<file path="src/logic/drs_cfg.svh">
// Functional notes
// - reset line is active low request
// - low pulse of 10 us resets; host drives it
// - pulses under 5 us are ignored
// - 5 to 10 us pulses start reset
// - spikes inside valid pulse do not disturb
// - sleep-in reset completes after 5 ms
// - sleep-out reset completes after 120 ms
// - display blanked during reset, then defaults
// - ident byte latched within 5 ms after release
// - host waits 5 ms before commands
// - host waits 120 ms before sleep-out
// - host holds reset 10 us after power-up
// - power loss blanks display within 1 s
// - input filter rejects spikes up to 20 ns
`ifndef DRS_CFG_SVH
`define DRS_CFG_SVH
`define DRS_CLK_MHZ 125
`define DRS_RESET_REJECT_US 5
`define DRS_RESET_ACCEPT_US 10
`define DRS_REST_SLEEP_IN_MS 5
`define DRS_REST_SLEEP_OUT_MS 120
`define DRS_IDENT_LOAD_MS 5
`define DRS_POWER_BLANK_MS 1000
`define DRS_FILTER_NS 20
`define DRS_CLK_NS 8
`define DRS_FILTER_CYC ((`DRS_FILTER_NS + `DRS_CLK_NS - 1) / `DRS_CLK_NS)
`define DRS_REJECT_CYC (`DRS_RESET_REJECT_US * `DRS_CLK_MHZ)
`define DRS_ACCEPT_CYC (`DRS_RESET_ACCEPT_US * `DRS_CLK_MHZ)
`define DRS_US_CYC (`DRS_CLK_MHZ)
`define DRS_MS_CYC (1000 * `DRS_CLK_MHZ)
`endif

</file>
<file path="src/logic/drs_pkg.sv">
`default_nettype none
package drs_pkg;
    typedef enum logic [2:0] {
        DEV_IDLE = 3'b000,
        DEV_LOW = 3'b001,
        DEV_COMPLETE = 3'b010,
        DEV_READY = 3'b011,
        DEV_DOWN = 3'b100
    } drs_dev_state_type;
    typedef enum logic [1:0] {
        HOST_HOLD = 2'b00,
        HOST_WAIT_CMD = 2'b01,
        HOST_WAIT_SLP = 2'b10,
        HOST_RUN = 2'b11
    } drs_host_state_type;
endpackage
`default_nettype wire

</file>
<file path="src/logic/drs_link_if.sv">
`timescale 1ns/1ps
`default_nettype none
interface drs_link_if;
    logic reset_line_n;
    logic power_good;
    logic sleep_out_cmd;
    logic cmd_valid;
    modport host (output reset_line_n, output sleep_out_cmd, output cmd_valid, output power_good);
    modport device (input reset_line_n, input sleep_out_cmd, input cmd_valid, input power_good);
endinterface
`default_nettype wire

</file>
<file path="src/logic/drs_device.sv">
`include "drs_cfg.svh"
`timescale 1ns/1ps
`default_nettype none
module drs_device #(
    parameter int unsigned MS_CYC = `DRS_MS_CYC,
    parameter int unsigned US_CYC = `DRS_US_CYC,
    parameter logic [7:0] OTP_IDENT = 8'h5a
) (
    input wire logic clk,
    input wire logic rstn,
    drs_link_if.device link,
    output logic display_blank_q,
    output logic logic_reset_q,
    output logic ready_q,
    output logic sleep_out_q,
    output logic [7:0] second_ident_byte_q
);
    localparam int unsigned FILT = `DRS_FILTER_CYC;
    localparam int unsigned REJ = `DRS_RESET_REJECT_US * US_CYC;
    localparam int unsigned ACC = `DRS_RESET_ACCEPT_US * US_CYC;
    localparam int unsigned T_IN = `DRS_REST_SLEEP_IN_MS * MS_CYC;
    localparam int unsigned T_OUT = `DRS_REST_SLEEP_OUT_MS * MS_CYC;
    localparam int unsigned T_PWR = `DRS_POWER_BLANK_MS * MS_CYC;
    localparam int unsigned T_ID = `DRS_IDENT_LOAD_MS * MS_CYC;
    if (US_CYC < 2 || MS_CYC < 2 || REJ >= ACC || FILT > 7) begin : g_bad_timing
        $error("drs_device: bad timing parameters");
    end

    drs_pkg::drs_dev_state_type state_q;
    logic [2:0] flt_cnt_q;
    logic line_q;
    logic [31:0] low_cnt_q;
    logic [31:0] tim_q;
    logic [31:0] pwr_cnt_q;
    logic was_sleep_out_q;
    drs_pkg::drs_dev_state_type resume_q;
    logic low_start;
    logic low_end;
    logic low_valid;
    logic tim_done;
    logic hold_ready;

    // filter: level must persist longer than the spike window
    always_ff @(posedge clk or negedge rstn) begin
        if (!rstn) begin
            line_q <= 1'b1;
            flt_cnt_q <= 3'h0;
        end else if (link.reset_line_n == line_q) begin
            flt_cnt_q <= 3'h0;
        end else if (flt_cnt_q >= 3'(FILT)) begin
            line_q <= link.reset_line_n;
            flt_cnt_q <= 3'h0;
        end else begin
            flt_cnt_q <= flt_cnt_q + 3'h1;
        end
    end

    // power loss timer: blank within the allowed time
    always_ff @(posedge clk or negedge rstn) begin
        if (!rstn) begin
            pwr_cnt_q <= 32'h0000_0000;
        end else if (link.power_good) begin
            pwr_cnt_q <= 32'h0000_0000;
        end else if (pwr_cnt_q < T_PWR) begin
            pwr_cnt_q <= pwr_cnt_q + 32'h0000_0001;
        end
    end
    // start and end of a filtered low pulse as the sequencer sees them
    always_comb begin
        low_start = 1'b0;
        low_end = 1'b0;
        if (link.power_good) begin
            low_start = !line_q && (state_q == drs_pkg::DEV_IDLE || state_q == drs_pkg::DEV_READY
                || state_q == drs_pkg::DEV_COMPLETE);
            low_end = line_q && state_q == drs_pkg::DEV_LOW;
        end
    end
    assign low_valid = low_cnt_q >= REJ;
    assign tim_done = (tim_q + 32'h0000_0001) >= (was_sleep_out_q ? T_OUT : T_IN);
    // a pulse still under the reject length leaves a ready device untouched
    assign hold_ready = state_q == drs_pkg::DEV_READY
        || (state_q == drs_pkg::DEV_LOW && !low_valid && resume_q == drs_pkg::DEV_READY);

    // main sequencer
    always_ff @(posedge clk or negedge rstn) begin
        if (!rstn) begin
            state_q <= drs_pkg::DEV_IDLE;
        end else if (!link.power_good) begin
            state_q <= drs_pkg::DEV_DOWN;
        end else begin
            unique case (state_q)
                drs_pkg::DEV_DOWN: begin
                    state_q <= drs_pkg::DEV_IDLE;
                end
                drs_pkg::DEV_IDLE, drs_pkg::DEV_READY: begin
                    if (low_start) begin
                        state_q <= drs_pkg::DEV_LOW;
                    end
                end
                drs_pkg::DEV_LOW: begin
                    if (low_end && !low_valid) begin
                        state_q <= resume_q;
                    end else if (low_end) begin
                        state_q <= drs_pkg::DEV_COMPLETE;
                    end
                end
                drs_pkg::DEV_COMPLETE: begin
                    if (low_start) begin
                        state_q <= drs_pkg::DEV_LOW;
                    end else if (tim_done) begin
                        state_q <= drs_pkg::DEV_READY;
                    end
                end
                default: begin
                    state_q <= drs_pkg::DEV_IDLE;
                end
            endcase
        end
    end

    // state to go back to when a pulse is rejected
    always_ff @(posedge clk or negedge rstn) begin
        if (!rstn) begin
            resume_q <= drs_pkg::DEV_IDLE;
        end else if (low_start) begin
            resume_q <= state_q;
        end
    end

    // filtered low length, saturating at the full pulse width
    always_ff @(posedge clk or negedge rstn) begin
        if (!rstn) begin
            low_cnt_q <= 32'h0000_0000;
        end else if (!link.power_good) begin
            low_cnt_q <= 32'h0000_0000;
        end else if (low_start) begin
            low_cnt_q <= 32'h0000_0001;
        end else if (state_q == drs_pkg::DEV_LOW && !line_q && low_cnt_q < ACC) begin
            low_cnt_q <= low_cnt_q + 32'h0000_0001;
        end
    end

    // reset-complete interval timer, paused while a new pulse is judged
    always_ff @(posedge clk or negedge rstn) begin
        if (!rstn) begin
            tim_q <= 32'h0000_0000;
        end else if (low_end && low_valid) begin
            tim_q <= 32'h0000_0000;
        end else if (link.power_good && state_q == drs_pkg::DEV_COMPLETE && !low_start && !tim_done) begin
            tim_q <= tim_q + 32'h0000_0001;
        end
    end

    // sleep state when a pulse began outside the complete interval picks the interval
    always_ff @(posedge clk or negedge rstn) begin
        if (!rstn) begin
            was_sleep_out_q <= 1'b0;
        end else if (low_start && state_q != drs_pkg::DEV_COMPLETE) begin
            was_sleep_out_q <= sleep_out_q;
        end
    end

    // blank while resetting or without power
    always_ff @(posedge clk or negedge rstn) begin
        if (!rstn) begin
            display_blank_q <= 1'b1;
        end else begin
            display_blank_q <= !hold_ready || (pwr_cnt_q != 32'h0000_0000);
        end
    end

    // internal logic held in reset once the pulse counts
    always_ff @(posedge clk or negedge rstn) begin
        if (!rstn) begin
            logic_reset_q <= 1'b1;
        end else begin
            logic_reset_q <= (state_q == drs_pkg::DEV_LOW && low_valid)
                || state_q == drs_pkg::DEV_COMPLETE || state_q == drs_pkg::DEV_DOWN;
        end
    end

    // reset complete flag
    always_ff @(posedge clk or negedge rstn) begin
        if (!rstn) begin
            ready_q <= 1'b0;
        end else begin
            ready_q <= hold_ready;
        end
    end

    // sleep state tracking, sleep-in after any reset
    always_ff @(posedge clk or negedge rstn) begin
        if (!rstn) begin
            sleep_out_q <= 1'b0;
        end else if (state_q == drs_pkg::DEV_COMPLETE || state_q == drs_pkg::DEV_DOWN) begin
            sleep_out_q <= 1'b0;
        end else if (state_q == drs_pkg::DEV_READY && link.cmd_valid && link.sleep_out_cmd) begin
            sleep_out_q <= 1'b1;
        end
    end

    // ident byte cleared in reset, latched at start of complete interval
    always_ff @(posedge clk or negedge rstn) begin
        if (!rstn) begin
            second_ident_byte_q <= 8'h00;
        end else if (state_q == drs_pkg::DEV_LOW && low_valid) begin
            second_ident_byte_q <= 8'h00;
        end else if (state_q == drs_pkg::DEV_COMPLETE && tim_q < T_ID) begin
            second_ident_byte_q <= OTP_IDENT;
        end
    end
endmodule
`default_nettype wire

</file>
<file path="src/flat_wrapper.sv">
// flat-port wrapper written by rule: the top's interface ports become plain ports
module drs_device_flat 
#(
    parameter int unsigned MS_CYC = `DRS_MS_CYC,
    parameter int unsigned US_CYC = `DRS_US_CYC,
    parameter logic [7:0] OTP_IDENT = 8'h5a
)
  (clk, rstn, display_blank_q, logic_reset_q, ready_q, sleep_out_q, second_ident_byte_q, link_reset_line_n, link_sleep_out_cmd, link_cmd_valid, link_power_good);
  drs_link_if link_i ();
  input wire logic clk;
  input wire logic rstn;
  output logic display_blank_q;
  output logic logic_reset_q;
  output logic ready_q;
  output logic sleep_out_q;
  output logic [7:0] second_ident_byte_q;
  input wire logic [$bits(link_i.reset_line_n)-1:0] link_reset_line_n;
  input wire logic [$bits(link_i.sleep_out_cmd)-1:0] link_sleep_out_cmd;
  input wire logic [$bits(link_i.cmd_valid)-1:0] link_cmd_valid;
  input wire logic [$bits(link_i.power_good)-1:0] link_power_good;
  assign link_i.reset_line_n = link_reset_line_n;
  assign link_i.sleep_out_cmd = link_sleep_out_cmd;
  assign link_i.cmd_valid = link_cmd_valid;
  assign link_i.power_good = link_power_good;
  drs_device #(.MS_CYC(MS_CYC), .US_CYC(US_CYC), .OTP_IDENT(OTP_IDENT)) u_core (.clk(clk), .rstn(rstn), .link(link_i), .display_blank_q(display_blank_q), .logic_reset_q(logic_reset_q), .ready_q(ready_q), .sleep_out_q(sleep_out_q), .second_ident_byte_q(second_ident_byte_q));
endmodule
</file>
<file path="config.mk">
export PLATFORM = sky130hd
export DESIGN_NAME = drs_device_flat
export DESIGN_NICKNAME = d
export VERILOG_FILES = /design/src/logic/drs_pkg.sv /design/src/logic/drs_link_if.sv /design/src/logic/drs_device.sv /design/src/flat_wrapper.sv
export VERILOG_INCLUDE_DIRS = /design/src /design/src/logic
export SDC_FILE = /design/constraint.sdc
export NUM_CORES = 1
export LEC_CHECK = 0
export BUFFER_PORTS_ARGS = -buffer_cell sky130_fd_sc_hd__buf_2
export CAP_MARGIN = 20
export CELL_PAD_IN_SITES_DETAIL_PLACEMENT = 2
export CELL_PAD_IN_SITES_GLOBAL_PLACEMENT = 2
export CORE_MARGIN = 1.5
export CORE_UTILIZATION = 43
export CTS_CLUSTER_SIZE = 12
export DETAILED_ROUTE_END_ITERATION = 12
export PLACE_DENSITY = 0.85
export SETUP_SLACK_MARGIN = 0.3
export SLEW_MARGIN = 20
export SYNTH_ARGS = -nofsm -noshare
export SYNTH_HDL_FRONTEND = slang
export SYNTH_SLANG_ARGS = --single-unit
</file>
<file path="constraint.sdc">
create_clock -name clk -period 9.2 [get_ports clk]
set_clock_uncertainty 0.1 [all_clocks]
set_input_delay 0.46 -clock clk [delete_from_list [all_inputs] [get_ports clk]]
set_output_delay 0.46 -clock clk [all_outputs]
set_load 0.01 [all_outputs]
</file>
Word-level counts from Yosys, hierarchy flattened
Index checks and enable logic that the tools add are counted.
{"block": "classes", "reduce_logical": 37, "muxes": 23, "n_addsub": 4, "eq_ne": 11, "bitwise": 1, "magnitude_cmp": 6}
{"op": "two-way mux 32 bit", "n": 7}
{"op": "adder 32 x 1 -> 32 bit (second input constant)", "n": 3}
{"op": "greater-or-equal comparator 32 x 10 -> 1 bit (second input constant)", "n": 1}
{"op": "greater-or-equal comparator 32 bit", "n": 1}
{"op": "< comparator 32 x 11 -> 1 bit (second input constant)", "n": 1}
{"op": "< comparator 32 x 20 -> 1 bit (second input constant)", "n": 1}
{"op": "< comparator 32 x 27 -> 1 bit (second input constant)", "n": 1}
{"op": "nonzero test 32 bit", "n": 1}
{"op": "two-way mux 24 bit", "n": 1}
{"op": "two-way mux 3 bit", "n": 8}
{"op": "logical AND 1 bit", "n": 16}
{"op": "two-way mux 8 bit", "n": 2}
{"op": "equality test 3 x 2 -> 1 bit (second input constant)", "n": 3}
{"op": "one-hot mux 3 bit (3 select lines)", "n": 1}
{"op": "inequality test 4 x 2 -> 1 bit (second input constant)", "n": 2}
{"op": "nonzero test 2 bit", "n": 4}
{"op": "logical OR 1 bit", "n": 7}
{"op": "inequality test 3 x 2 -> 1 bit (second input constant)", "n": 2}
{"op": "zero test 1 bit", "n": 5}
{"op": "two-way mux 1 bit", "n": 4}
{"op": "adder 3 x 1 -> 3 bit (second input constant)", "n": 1}
{"op": "equality test 3 x 1 -> 1 bit (second input constant)", "n": 1}
{"op": "equality test 3 bit (second input constant)", "n": 1}
{"op": "greater-or-equal comparator 3 x 2 -> 1 bit (second input constant)", "n": 1}
{"op": "7 further kinds", "n": 7}
{"block": "totals", "output_inout_bits": 12, "in_bits": 6, "regBits": 119, "wordCells": 95}

Depth between registers and ports, before layout
Gate-level depths: netlist (run 1).
{"block": "depth", "depth_word": 10, "depth_mapped": 19, "ltp_nobuf": 15}

Least setup slack after synthesis (run 1)
Ideal clock, no wire load.
{"block": "synth_timing", "path_kind": "reg2reg", "from": "register u_core.tim_q[0]", "to": "register u_core.tim_q[13]", "stages_incl_launch_ff": 20, "setup_ps": 118, "n_path_buf": 4, "arrival_ps": 4002, "synth_period_minus_slack_ps": 4220, "path_slack_ps": 4980, "required_time_ps": 8982, "path_cell_list": "dfrtp_1 ha_1 nand4_1 or3_1 clkbuf_1 nor2_1 nand3_1 xnor2_1 ha_1 a21oi_1 o22ai_1 nor4bb_1 o221ai_1 a211o_1 or4_1 buf_2 and2_4 buf_6 buf_6 a21o_1"}
{"block": "synth_via", "elab_chain_len": 5, "word_cells_on_any_way": 7, "cone_classes": "add/sub: 1; order compare: 1; mux: 2; reduce/logical: 3"}
{"item": "start, declared", "line": "drs_device.sv:33", "source": "logic [31:0] tim_q;"}
{"item": "start signal, assigned", "line": "drs_device.sv:150", "source": "tim_q <= tim_q + 32'h0000_0001;"}
{"item": "adder 32 x 1 -> 32 bit (*)", "line": "drs_device.sv:79, drs_device.sv:150"}
{"item": "greater-or-equal comparator 32 bit", "line": "drs_device.sv:79", "source": "assign tim_done = (tim_q + 32'h0000_0001) >= (was_sleep_out_q ? T_OUT : T_IN);"}
{"item": "zero test 1 bit", "line": "drs_device.sv:149", "source": "end else if (link.power_good && state_q == drs_pkg::DEV_COMPLETE && !low_start && !tim_done) begin"}
{"item": "logical AND 1 bit", "line": "drs_device.sv:149"}
{"item": "nonzero test 2 bit (no source line)"}
Every way passes the cells marked *; elsewhere a longest branch is shown, timed or not. The select of a mux whose other input is x is not followed.
A chain may end at the register's enable or synchronous reset.

Worst setup path after layout (run 1)
{"block": "layout_timing", "from": "register u_core.tim_q[0]", "to": "register u_core.tim_q[8]"}
Same word-level chain as after synthesis.

==> results.py, run 1 <==
metrics = {
    "worst_hold_path": {
        "min_path_type": "input port to asynchronous set/reset pin",
    },
    "routing": {
        "drt-initial-drc-count": 200,
        "via_per_inst": 5.89,
        "drtAntennaViolNets": 0,
        "drt_pre_antenna_iters": 4,
        "route.detailed.drc": 0,
        "wirelength_um": 17200,
        "num_vias": 5028,
        "wire_per_inst_um": 20.2,
    },
    "worst_setup_path": {
        "startpoint_type": "flip-flop",
        "crit_type": "flip-flop to flip-flop",
        "cp_max_fo": 25,
        "path_cells": "ha_1, nand4_1, or3_1, nor2_1, nand3_1, xnor2_1, ha_1, a21oi_1, o22ai_1, nor4bb_1, o221ai_1, a211o_1, or4_1, buf_4, and2_4, a211o_1",
        "cp-end-kind": "flip-flop",
        "critical_path_arrival_ns": 5.44,
        "crit_slowest_cell": "or4_1",
        "max_stage_delay_ns": 0.72,
        "critPathRequiredTime_ns": 9.35,
    },
    "synthesis": {
        "ys_warn_count": 0,
        "yosysSeqAreaShare": 0.455,
        "syn_area_per_cell_um2": 9.17,
        "synth_edf_count": 0,
        "synth-seq-cells": 112,
        "ys_async_sr_fraction": 1.00,
        "synth-main-ff-cell": "dfrtp_1",
        "syn_area_um2": 6160,
        "syn_inst": 672,
        "synth.distinct_cells": 63,
    },
    "placed_design": {
        "place.gp.congestion": 0.824,
        "port_buffers": 13,
        "placed_cells": 837,
        "dp_hpwl_um": 12000,
        "place_area_um2": 6320,
        "place_ws_ns": 3.98,
    },
    "pwr": {
        "pwr_density_cell_nw_per_um2": 149,
        "vdd_drop_max_uv": 126,
        "power_mw": 0.983,
        "power_leakage_nw": 3.12,
    },
    "clocking": {
        "cts_buffers": 9,
        "cts_tree": "built",
        "post_cts_buffers": 0,
        "clkSinkCount": 112,
        "clk_pin_slew_ns": 0.07,
        "ctsHoldBuffers": 0,
        "clk_path_buf_depth": 2,
        "clkLatencyLatePin_ns": 0.37,
        "htreeDepth": 3,
        "cts_resized": 0,
        "clock-root-buffer": "clkbuf_16",
    },
    "timing": {
        "slew_viol_final": 0,
        "hold_viol": 0,
        "finalWorstSetupSlack_ns": 3.90,
        "fin_crit_sh": 0.576,
        "period_needed_ns": 5.30,
        "rsz0062_at_grt": "no",
        "tightest_slew_ns": 0.967,
        "whs_ns": 0.0460,
        "fmax_ghz": 0.189,
        "fin_tns_setup_ns": 0,
        "max_slew_margin": 0.350,
        "setup_viol": 0,
    },
    "global_route": {
        "grt_pass1_vias": 5529,
        "grt_pass1_wl_um": 28700,
        "grt_max_degree": 64,
        "track_usage": 0.246,
        "grt_antenna_before_repair": 0,
        "overflow": 0,
    },
    "cells_and_area": {
        "post-route-util": 0.473,
        "fin_nets": 694,
        "stdcell_count": 853,
        "fin_area_um2": 6600,
        "n_antenna_cell": 0,
        "synthToLayoutAreaGrowth_pct": 7.07,
        "drive_above_1_share": 0.0698,
    },
    "status": {
        "status": "complete, no violations",
    },
    "floorplanning": {
        "io_pins": 18,
        "core_region_area_um2": 13900,
        "fp.dieH_um": 123,
        "rows": 43,
        "start_util": 0.442,
        "fp.dieW_um": 123,
        "die_area_um2": 15100,
    },
    "run": {
        "max_cap_viol_count": 0,
    },
}
[cell families (layout without fill, tap and decap cells)]
family,Yosys count,after routing,share of synthesized area
flops,112,112,0.455
other cells,1,4,0.000609
simple gates,331,331,0.280
compound gates,110,110,0.120
mux,5,5,0.00873
xor+xnor,38,38,0.0540
fa+ha+maj,20,20,0.0406
buf+inv,55,53,0.0406
[cell type report]
type / count / area [um2]
Inverter: 21 / 78.8
Sequential cell: 112 / 2810
Timing Repair Buffer: 16 / 90.1
Fill cell: 1526 / 7340
Multi-Input combinational cell: 508 / 3120
Clock buffer: 11 / 233
Clock inverter: 5 / 47.5
Tap cell: 180 / 225
[registers in the layout (all words and copies together) (netlist names), 3 cells and up]
register	flops
u_core.pwr_cnt_q	32
u_core.tim_q	32
u_core.flt_cnt_q	3
u_core.resume_q	3
u_core.low_cnt_q	32
u_core.state_q	3
[power breakdown]
part / internal, mW / switching, mW / total (mW)
clock network: 0.191 / 0.201 / 0.392
registers: 0.505 / 0.0155 / 0.520
logic: 0.0226 / 0.0486 / 0.0712
[critical path, delay by kind of cell (launching register included)]
| family | cells | cell delay [ns] |
|---|---|---|
| compound gates | 5 | 0.97 |
| buf+inv | 1 | 0.35 |
| fa+ha+maj | 2 | 0.53 |
| xor+xnor | 1 | 0.21 |
| simple gates | 7 | 2.58 |
| flops | 1 | 0.43 |
[path summary, 6_finish.rpt]
kind | startpoint | to | slack, ns | depth (start not counted)
hold reg to reg | u_core.flt_cnt_q[0] | u_core.flt_cnt_q[0] | 0.37 | 1
setup reg to reg | u_core.tim_q[0] | u_core.tim_q[8] | 3.90 | 16
setup / recovery | u_core.tim_q[0] | u_core.tim_q[8] | 3.90 | 16
max in group asynchronous | rstn | u_core.pwr_cnt_q[6] | 7.69 | 2
hold / removal | rstn | u_core.tim_q[7] | 0.05 | 1
min in group clk | link_reset_line_n | u_core.line_q | 0.25 | 2
[cell usage in the layout (no fill, tap or decap), drive strengths merged, types with 12 or more instances in the layout]
master and n:
a21o 16, a21oi 29, and2 22, and3 28
buf 16, dfrtp 109, ha 20, inv 25
nand2 65, nand3 37, nand4 20, nor2 69
nor3 17, nor4 16, o21ai 21, or3 12
xor2 27
[synth_stat cells (2+ instances only)]
library cell  count  area (um2)
a211o_1           5        43.8
a211oi_1          2        15.0
a21boi_0          2        15.0
a21o_1           16         120
a21oi_1          29         145
a22o_1            2        17.5
a311oi_1          2        17.5
a31oi_1           2        12.5
a41oi_1           5        43.8
and2_1           21         131
and3_1           28         175
and4_1            6        52.6
buf_2             2        10.0
buf_4             7        52.6
buf_6             2        22.5
clkbuf_1         22        82.6
dfrtp_1         109        2730
dfstp_2           3        78.8
ha_1             20         250
inv_1            21        78.8
mux2_2            3        33.8
mux2i_1           2        20.0
nand2_1          65         244
nand2b_1          7        43.8
nand3_1          37         185
nand4_1          19         119
nor2_1           69         259
nor2b_1           9        56.3
nor3_1           17        85.1
nor3b_1           3        22.5
nor4_1           16         100
nor4b_1           3        26.3
o21a_1            4        30.0
o21ai_0          21         105
o21ba_2           2        20.0
o31a_1            2        17.5
o31ai_1           3        22.5
or2_1             2        12.5
or2_2             3        18.8
or3_1            12        75.1
or3b_2            2        17.5
or4_1             8        60.1
xnor2_1          11        96.3
xor2_1           27         236
[per-layer routing]
layer  part of all wire  vias to the layer above  track usage
met1               0.44                     2588        0.304
met2               0.52                       47        0.441
met5                  0                        -            0
met3              0.019                       20       0.0432
met4              0.016                        0       0.0661
li1                   -                     2373            -
(Power assumes the default switching activity.)
==> run 2, diff against run 1 <==
--- a/config.mk
+++ b/config.mk
@@ -11,10 +11,10 @@
 export CELL_PAD_IN_SITES_DETAIL_PLACEMENT = 2
 export CELL_PAD_IN_SITES_GLOBAL_PLACEMENT = 2
 export CORE_MARGIN = 1.5
-export CORE_UTILIZATION = 43
+export CORE_UTILIZATION = 36
 export CTS_CLUSTER_SIZE = 12
 export DETAILED_ROUTE_END_ITERATION = 12
-export PLACE_DENSITY = 0.85
+export PLACE_DENSITY = 0.76
 export SETUP_SLACK_MARGIN = 0.3
 export SLEW_MARGIN = 20
 export SYNTH_ARGS = -nofsm -noshare
==> constraint.sdc (replaced) <==
create_clock -name clk -period 4.7 [get_ports clk]
set_clock_uncertainty 0.1 [all_clocks]
set_input_delay 0.235 -clock clk [delete_from_list [all_inputs] [get_ports clk]]
set_output_delay 0.235 -clock clk [all_outputs]
set_load 0.01 [all_outputs]
==> run 2 against run 1 <==
Compared with the run above: die area increased by 19%; worst setup slack worse by 3.4 ns; largest power group unchanged; first-iteration DRC count fell by 3.0%; highest routed layer unchanged; largest cell class unchanged; via count grew 1.6%; sequential share of layout area decreased by 1.5 points; wire length up 5.0%; critical endpoint is now u_core.tim_q[4]; maximum frequency up 26%; critical path type unchanged.
==> results.py, run 2 (synthesis results as in run 1) <==
metrics = {
    "pwr": {
        "intPower_mw": 1.47,
        "pwr_density_cell_nw_per_um2": 292,
        "p_sw_mw": 0.534,
        "pwr-share-seq": 0.509,
        "power_leakage_nw": 3.21,
        "swShare": 0.267,
        "pwr-share-comb": 0.072,
        "power_frac_clock": 0.418,
        "vdd_drop_max_uv": 226,
    },
    "cells_and_area": {
        "post-route-util": 0.412,
        "nFillCells": 1819,
        "n_antenna_cell": 0,
        "fin_nets": 704,
        "top_regs": "u_core.low_cnt_q: 32 flops, u_core.pwr_cnt_q: 32 flops, u_core.tim_q: 32 flops",
        "seqCellArea_um2": 2810,
        "drive_above_1_share": 0.108,
        "final_cell_mix": "dfrtp_1, nor2_1, nand2_1",
        "layout_commonest_cell": "dfrtp_1",
        "synthToLayoutAreaGrowth_pct": 11.3,
        "multi_input_area_um2": 3190,
    },
    "worst_setup_path": {
        "path_cells": "buf_4, nand3_2, nor4_4, nand2_2, or4_1, nand2_1, ha_1, inv_1, o22ai_1, nor4bb_1, o221ai_1, a211o_1, or4_4, and2_4, a211o_1",
        "crit_type": "flip-flop to flip-flop",
        "critPathRequiredTime_ns": 4.84,
        "startpoint_type": "flip-flop",
        "max_stage_delay_ns": 0.45,
        "cp_max_fo": 19,
        "crit_slowest_cell": "dfrtp_1",
        "critical_path_arrival_ns": 4.34,
        "critPathMostFrequentCell": "a211o_1",
        "cp-end-kind": "flip-flop",
    },
    "floorplanning": {
        "rows": 47,
        "start_util": 0.370,
        "io_pins": 18,
        "fp.dieH_um": 134,
        "core_region_area_um2": 16600,
        "die_area_um2": 17900,
        "fp.dieW_um": 134,
    },
    "timing": {
        "hold_viol": 0,
        "max_slew_margin": 0.333,
        "slew_viol_final": 0,
        "rsz0062_at_grt": "no",
        "fin_crit_sh": 0.894,
        "finalWorstSetupSlack_ns": 0.500,
        "fmax_ghz": 0.238,
        "tightest_slew_ns": 0.992,
        "period_needed_ns": 4.20,
        "setup_viol": 0,
        "fin_tns_setup_ns": 0,
    },
    "global_route": {
        "grt_antenna_before_repair": 0,
        "track_usage": 0.215,
        "overflow": 0,
        "grt_pass1_wl_um": 30600,
        "grt_max_degree": 69,
        "grt_pass1_vias": 5745,
    },
    "routing": {
        "route.detailed.drc": 0,
        "drtAntennaViolNets": 0,
        "drt-initial-drc-count": 194,
        "wirelength_um": 18100,
        "num_vias": 5109,
        "wire_per_inst_um": 20.1,
        "via_per_inst": 5.66,
        "drt_pre_antenna_iters": 4,
    },
    "clocking": {
        "clkSinkCount": 112,
        "htreeDepth": 3,
        "cts_tree": "built",
        "clk_path_buf_depth": 2,
        "clkLatencyLatePin_ns": 0.36,
        "clock-root-buffer": "clkbuf_16",
        "clk_pin_slew_ns": 0.08,
        "cts_buffers": 9,
    },
    "placed_design": {
        "port_buffers": 13,
        "place_ws_ns": 0.0578,
        "place.gp.congestion": 0.759,
        "dp_hpwl_um": 12500,
    },
    "status": {
        "status": "complete, no violations",
    },
    "worst_hold_path": {
        "min_path_type": "input port to flip-flop",
    },
    "run": {
        "max_cap_viol_count": 0,
    },
}
==> run 2: cell types whose count changed in the layout (fill, tap and decap cells not counted), sizes merged <==
cell	change
clkinv	+3
dlygate4sd3	+1
bufinv	+1
clkinvlp	-1
buf	+9
inv	-1
clkbuf	-2
==> run 2: layer usage <==
layer  routed length, um  vias up  part of all wire  GRT usage
li1                    -     2385                 -          -
met1                8080     2668              0.45      0.260
met2                9470       42              0.52      0.397
met3                 354       14             0.020     0.0389
met4                 199        0             0.011     0.0459
met5                   0        -                 0          0
==> run 2: cell type report <==
class	count	share of cell area
clock buffers	9	0.0328
clock inverters	7	0.0142
inverters	21	0.0115
multi-input cells	508	0.466
flip-flops and latches	112	0.410
well taps	220	0.0401
repair buffers	26	0.0250
==> run 2: worst paths after layout <==
path | from | end | slack [ns] | depth (start not counted)
min in group asynchronous | rstn | u_core.tim_q[8] | 0.46 | 2
max reg2reg | u_core.tim_q[0] | u_core.tim_q[4] | 0.50 | 15
max in group asynchronous | rstn | u_core.resume_q[2] | 2.89 | 3
max | u_core.tim_q[0] | u_core.tim_q[4] | 0.50 | 15
min | link_reset_line_n | u_core.line_q | 0.04 | 2
min reg2reg | u_core.flt_cnt_q[0] | u_core.flt_cnt_q[0] | 0.38 | 1
==> run 2: power groups by stage <==
stage	Clock (mW)	Sequential, mW	Combinational (mW)
2_1_floorplan	0	1.02	0.100
3_3_place_gp	0	1.04	0.133
3_5_place_dp	0	1.04	0.148
4_1_cts	0.865	1.02	0.149
5_1_grt	0.900	1.02	0.166
6_report	0.837	1.02	0.144
==> run 2: critical path: cells and delay by family, from the launching register on <==
| family | cells | cell delay [ns] |
|---|---|---|
| simple gates | 8 | 2.24 |
| compound gates | 4 | 0.83 |
| flops | 1 | 0.45 |
| fa+ha+maj | 1 | 0.24 |
| buf+inv | 2 | 0.23 |
==> run 2: through the flow <==
| stage | instance area (um2) | hold slack [ns] | std cells | power (mW) |
|---|---|---|---|---|
| 3_3_place_gp | 6410 | 0.313 | 883 | 1.17 |
| 2_1_floorplan | 6170 | -0.161 | 675 | 1.12 |
| 6_report | 6860 | 0.0402 | 903 | 2.00 |
| 5_1_grt | 6860 | 0.0384 | 903 | 2.09 |
| 3_5_place_dp | 6410 | 0.336 | 883 | 1.19 |
| 4_1_cts | 6790 | 0.0266 | 900 | 2.03 |
==> run 2: what timing repair did <==
action	CTS	global route
setup endpoints to repair	33	10
setup buffers	0	3
hold endpoints to repair	64	0
hold buffers	1	0
gates resized for setup	9	13
pin swaps	0	2
cloned	0	0
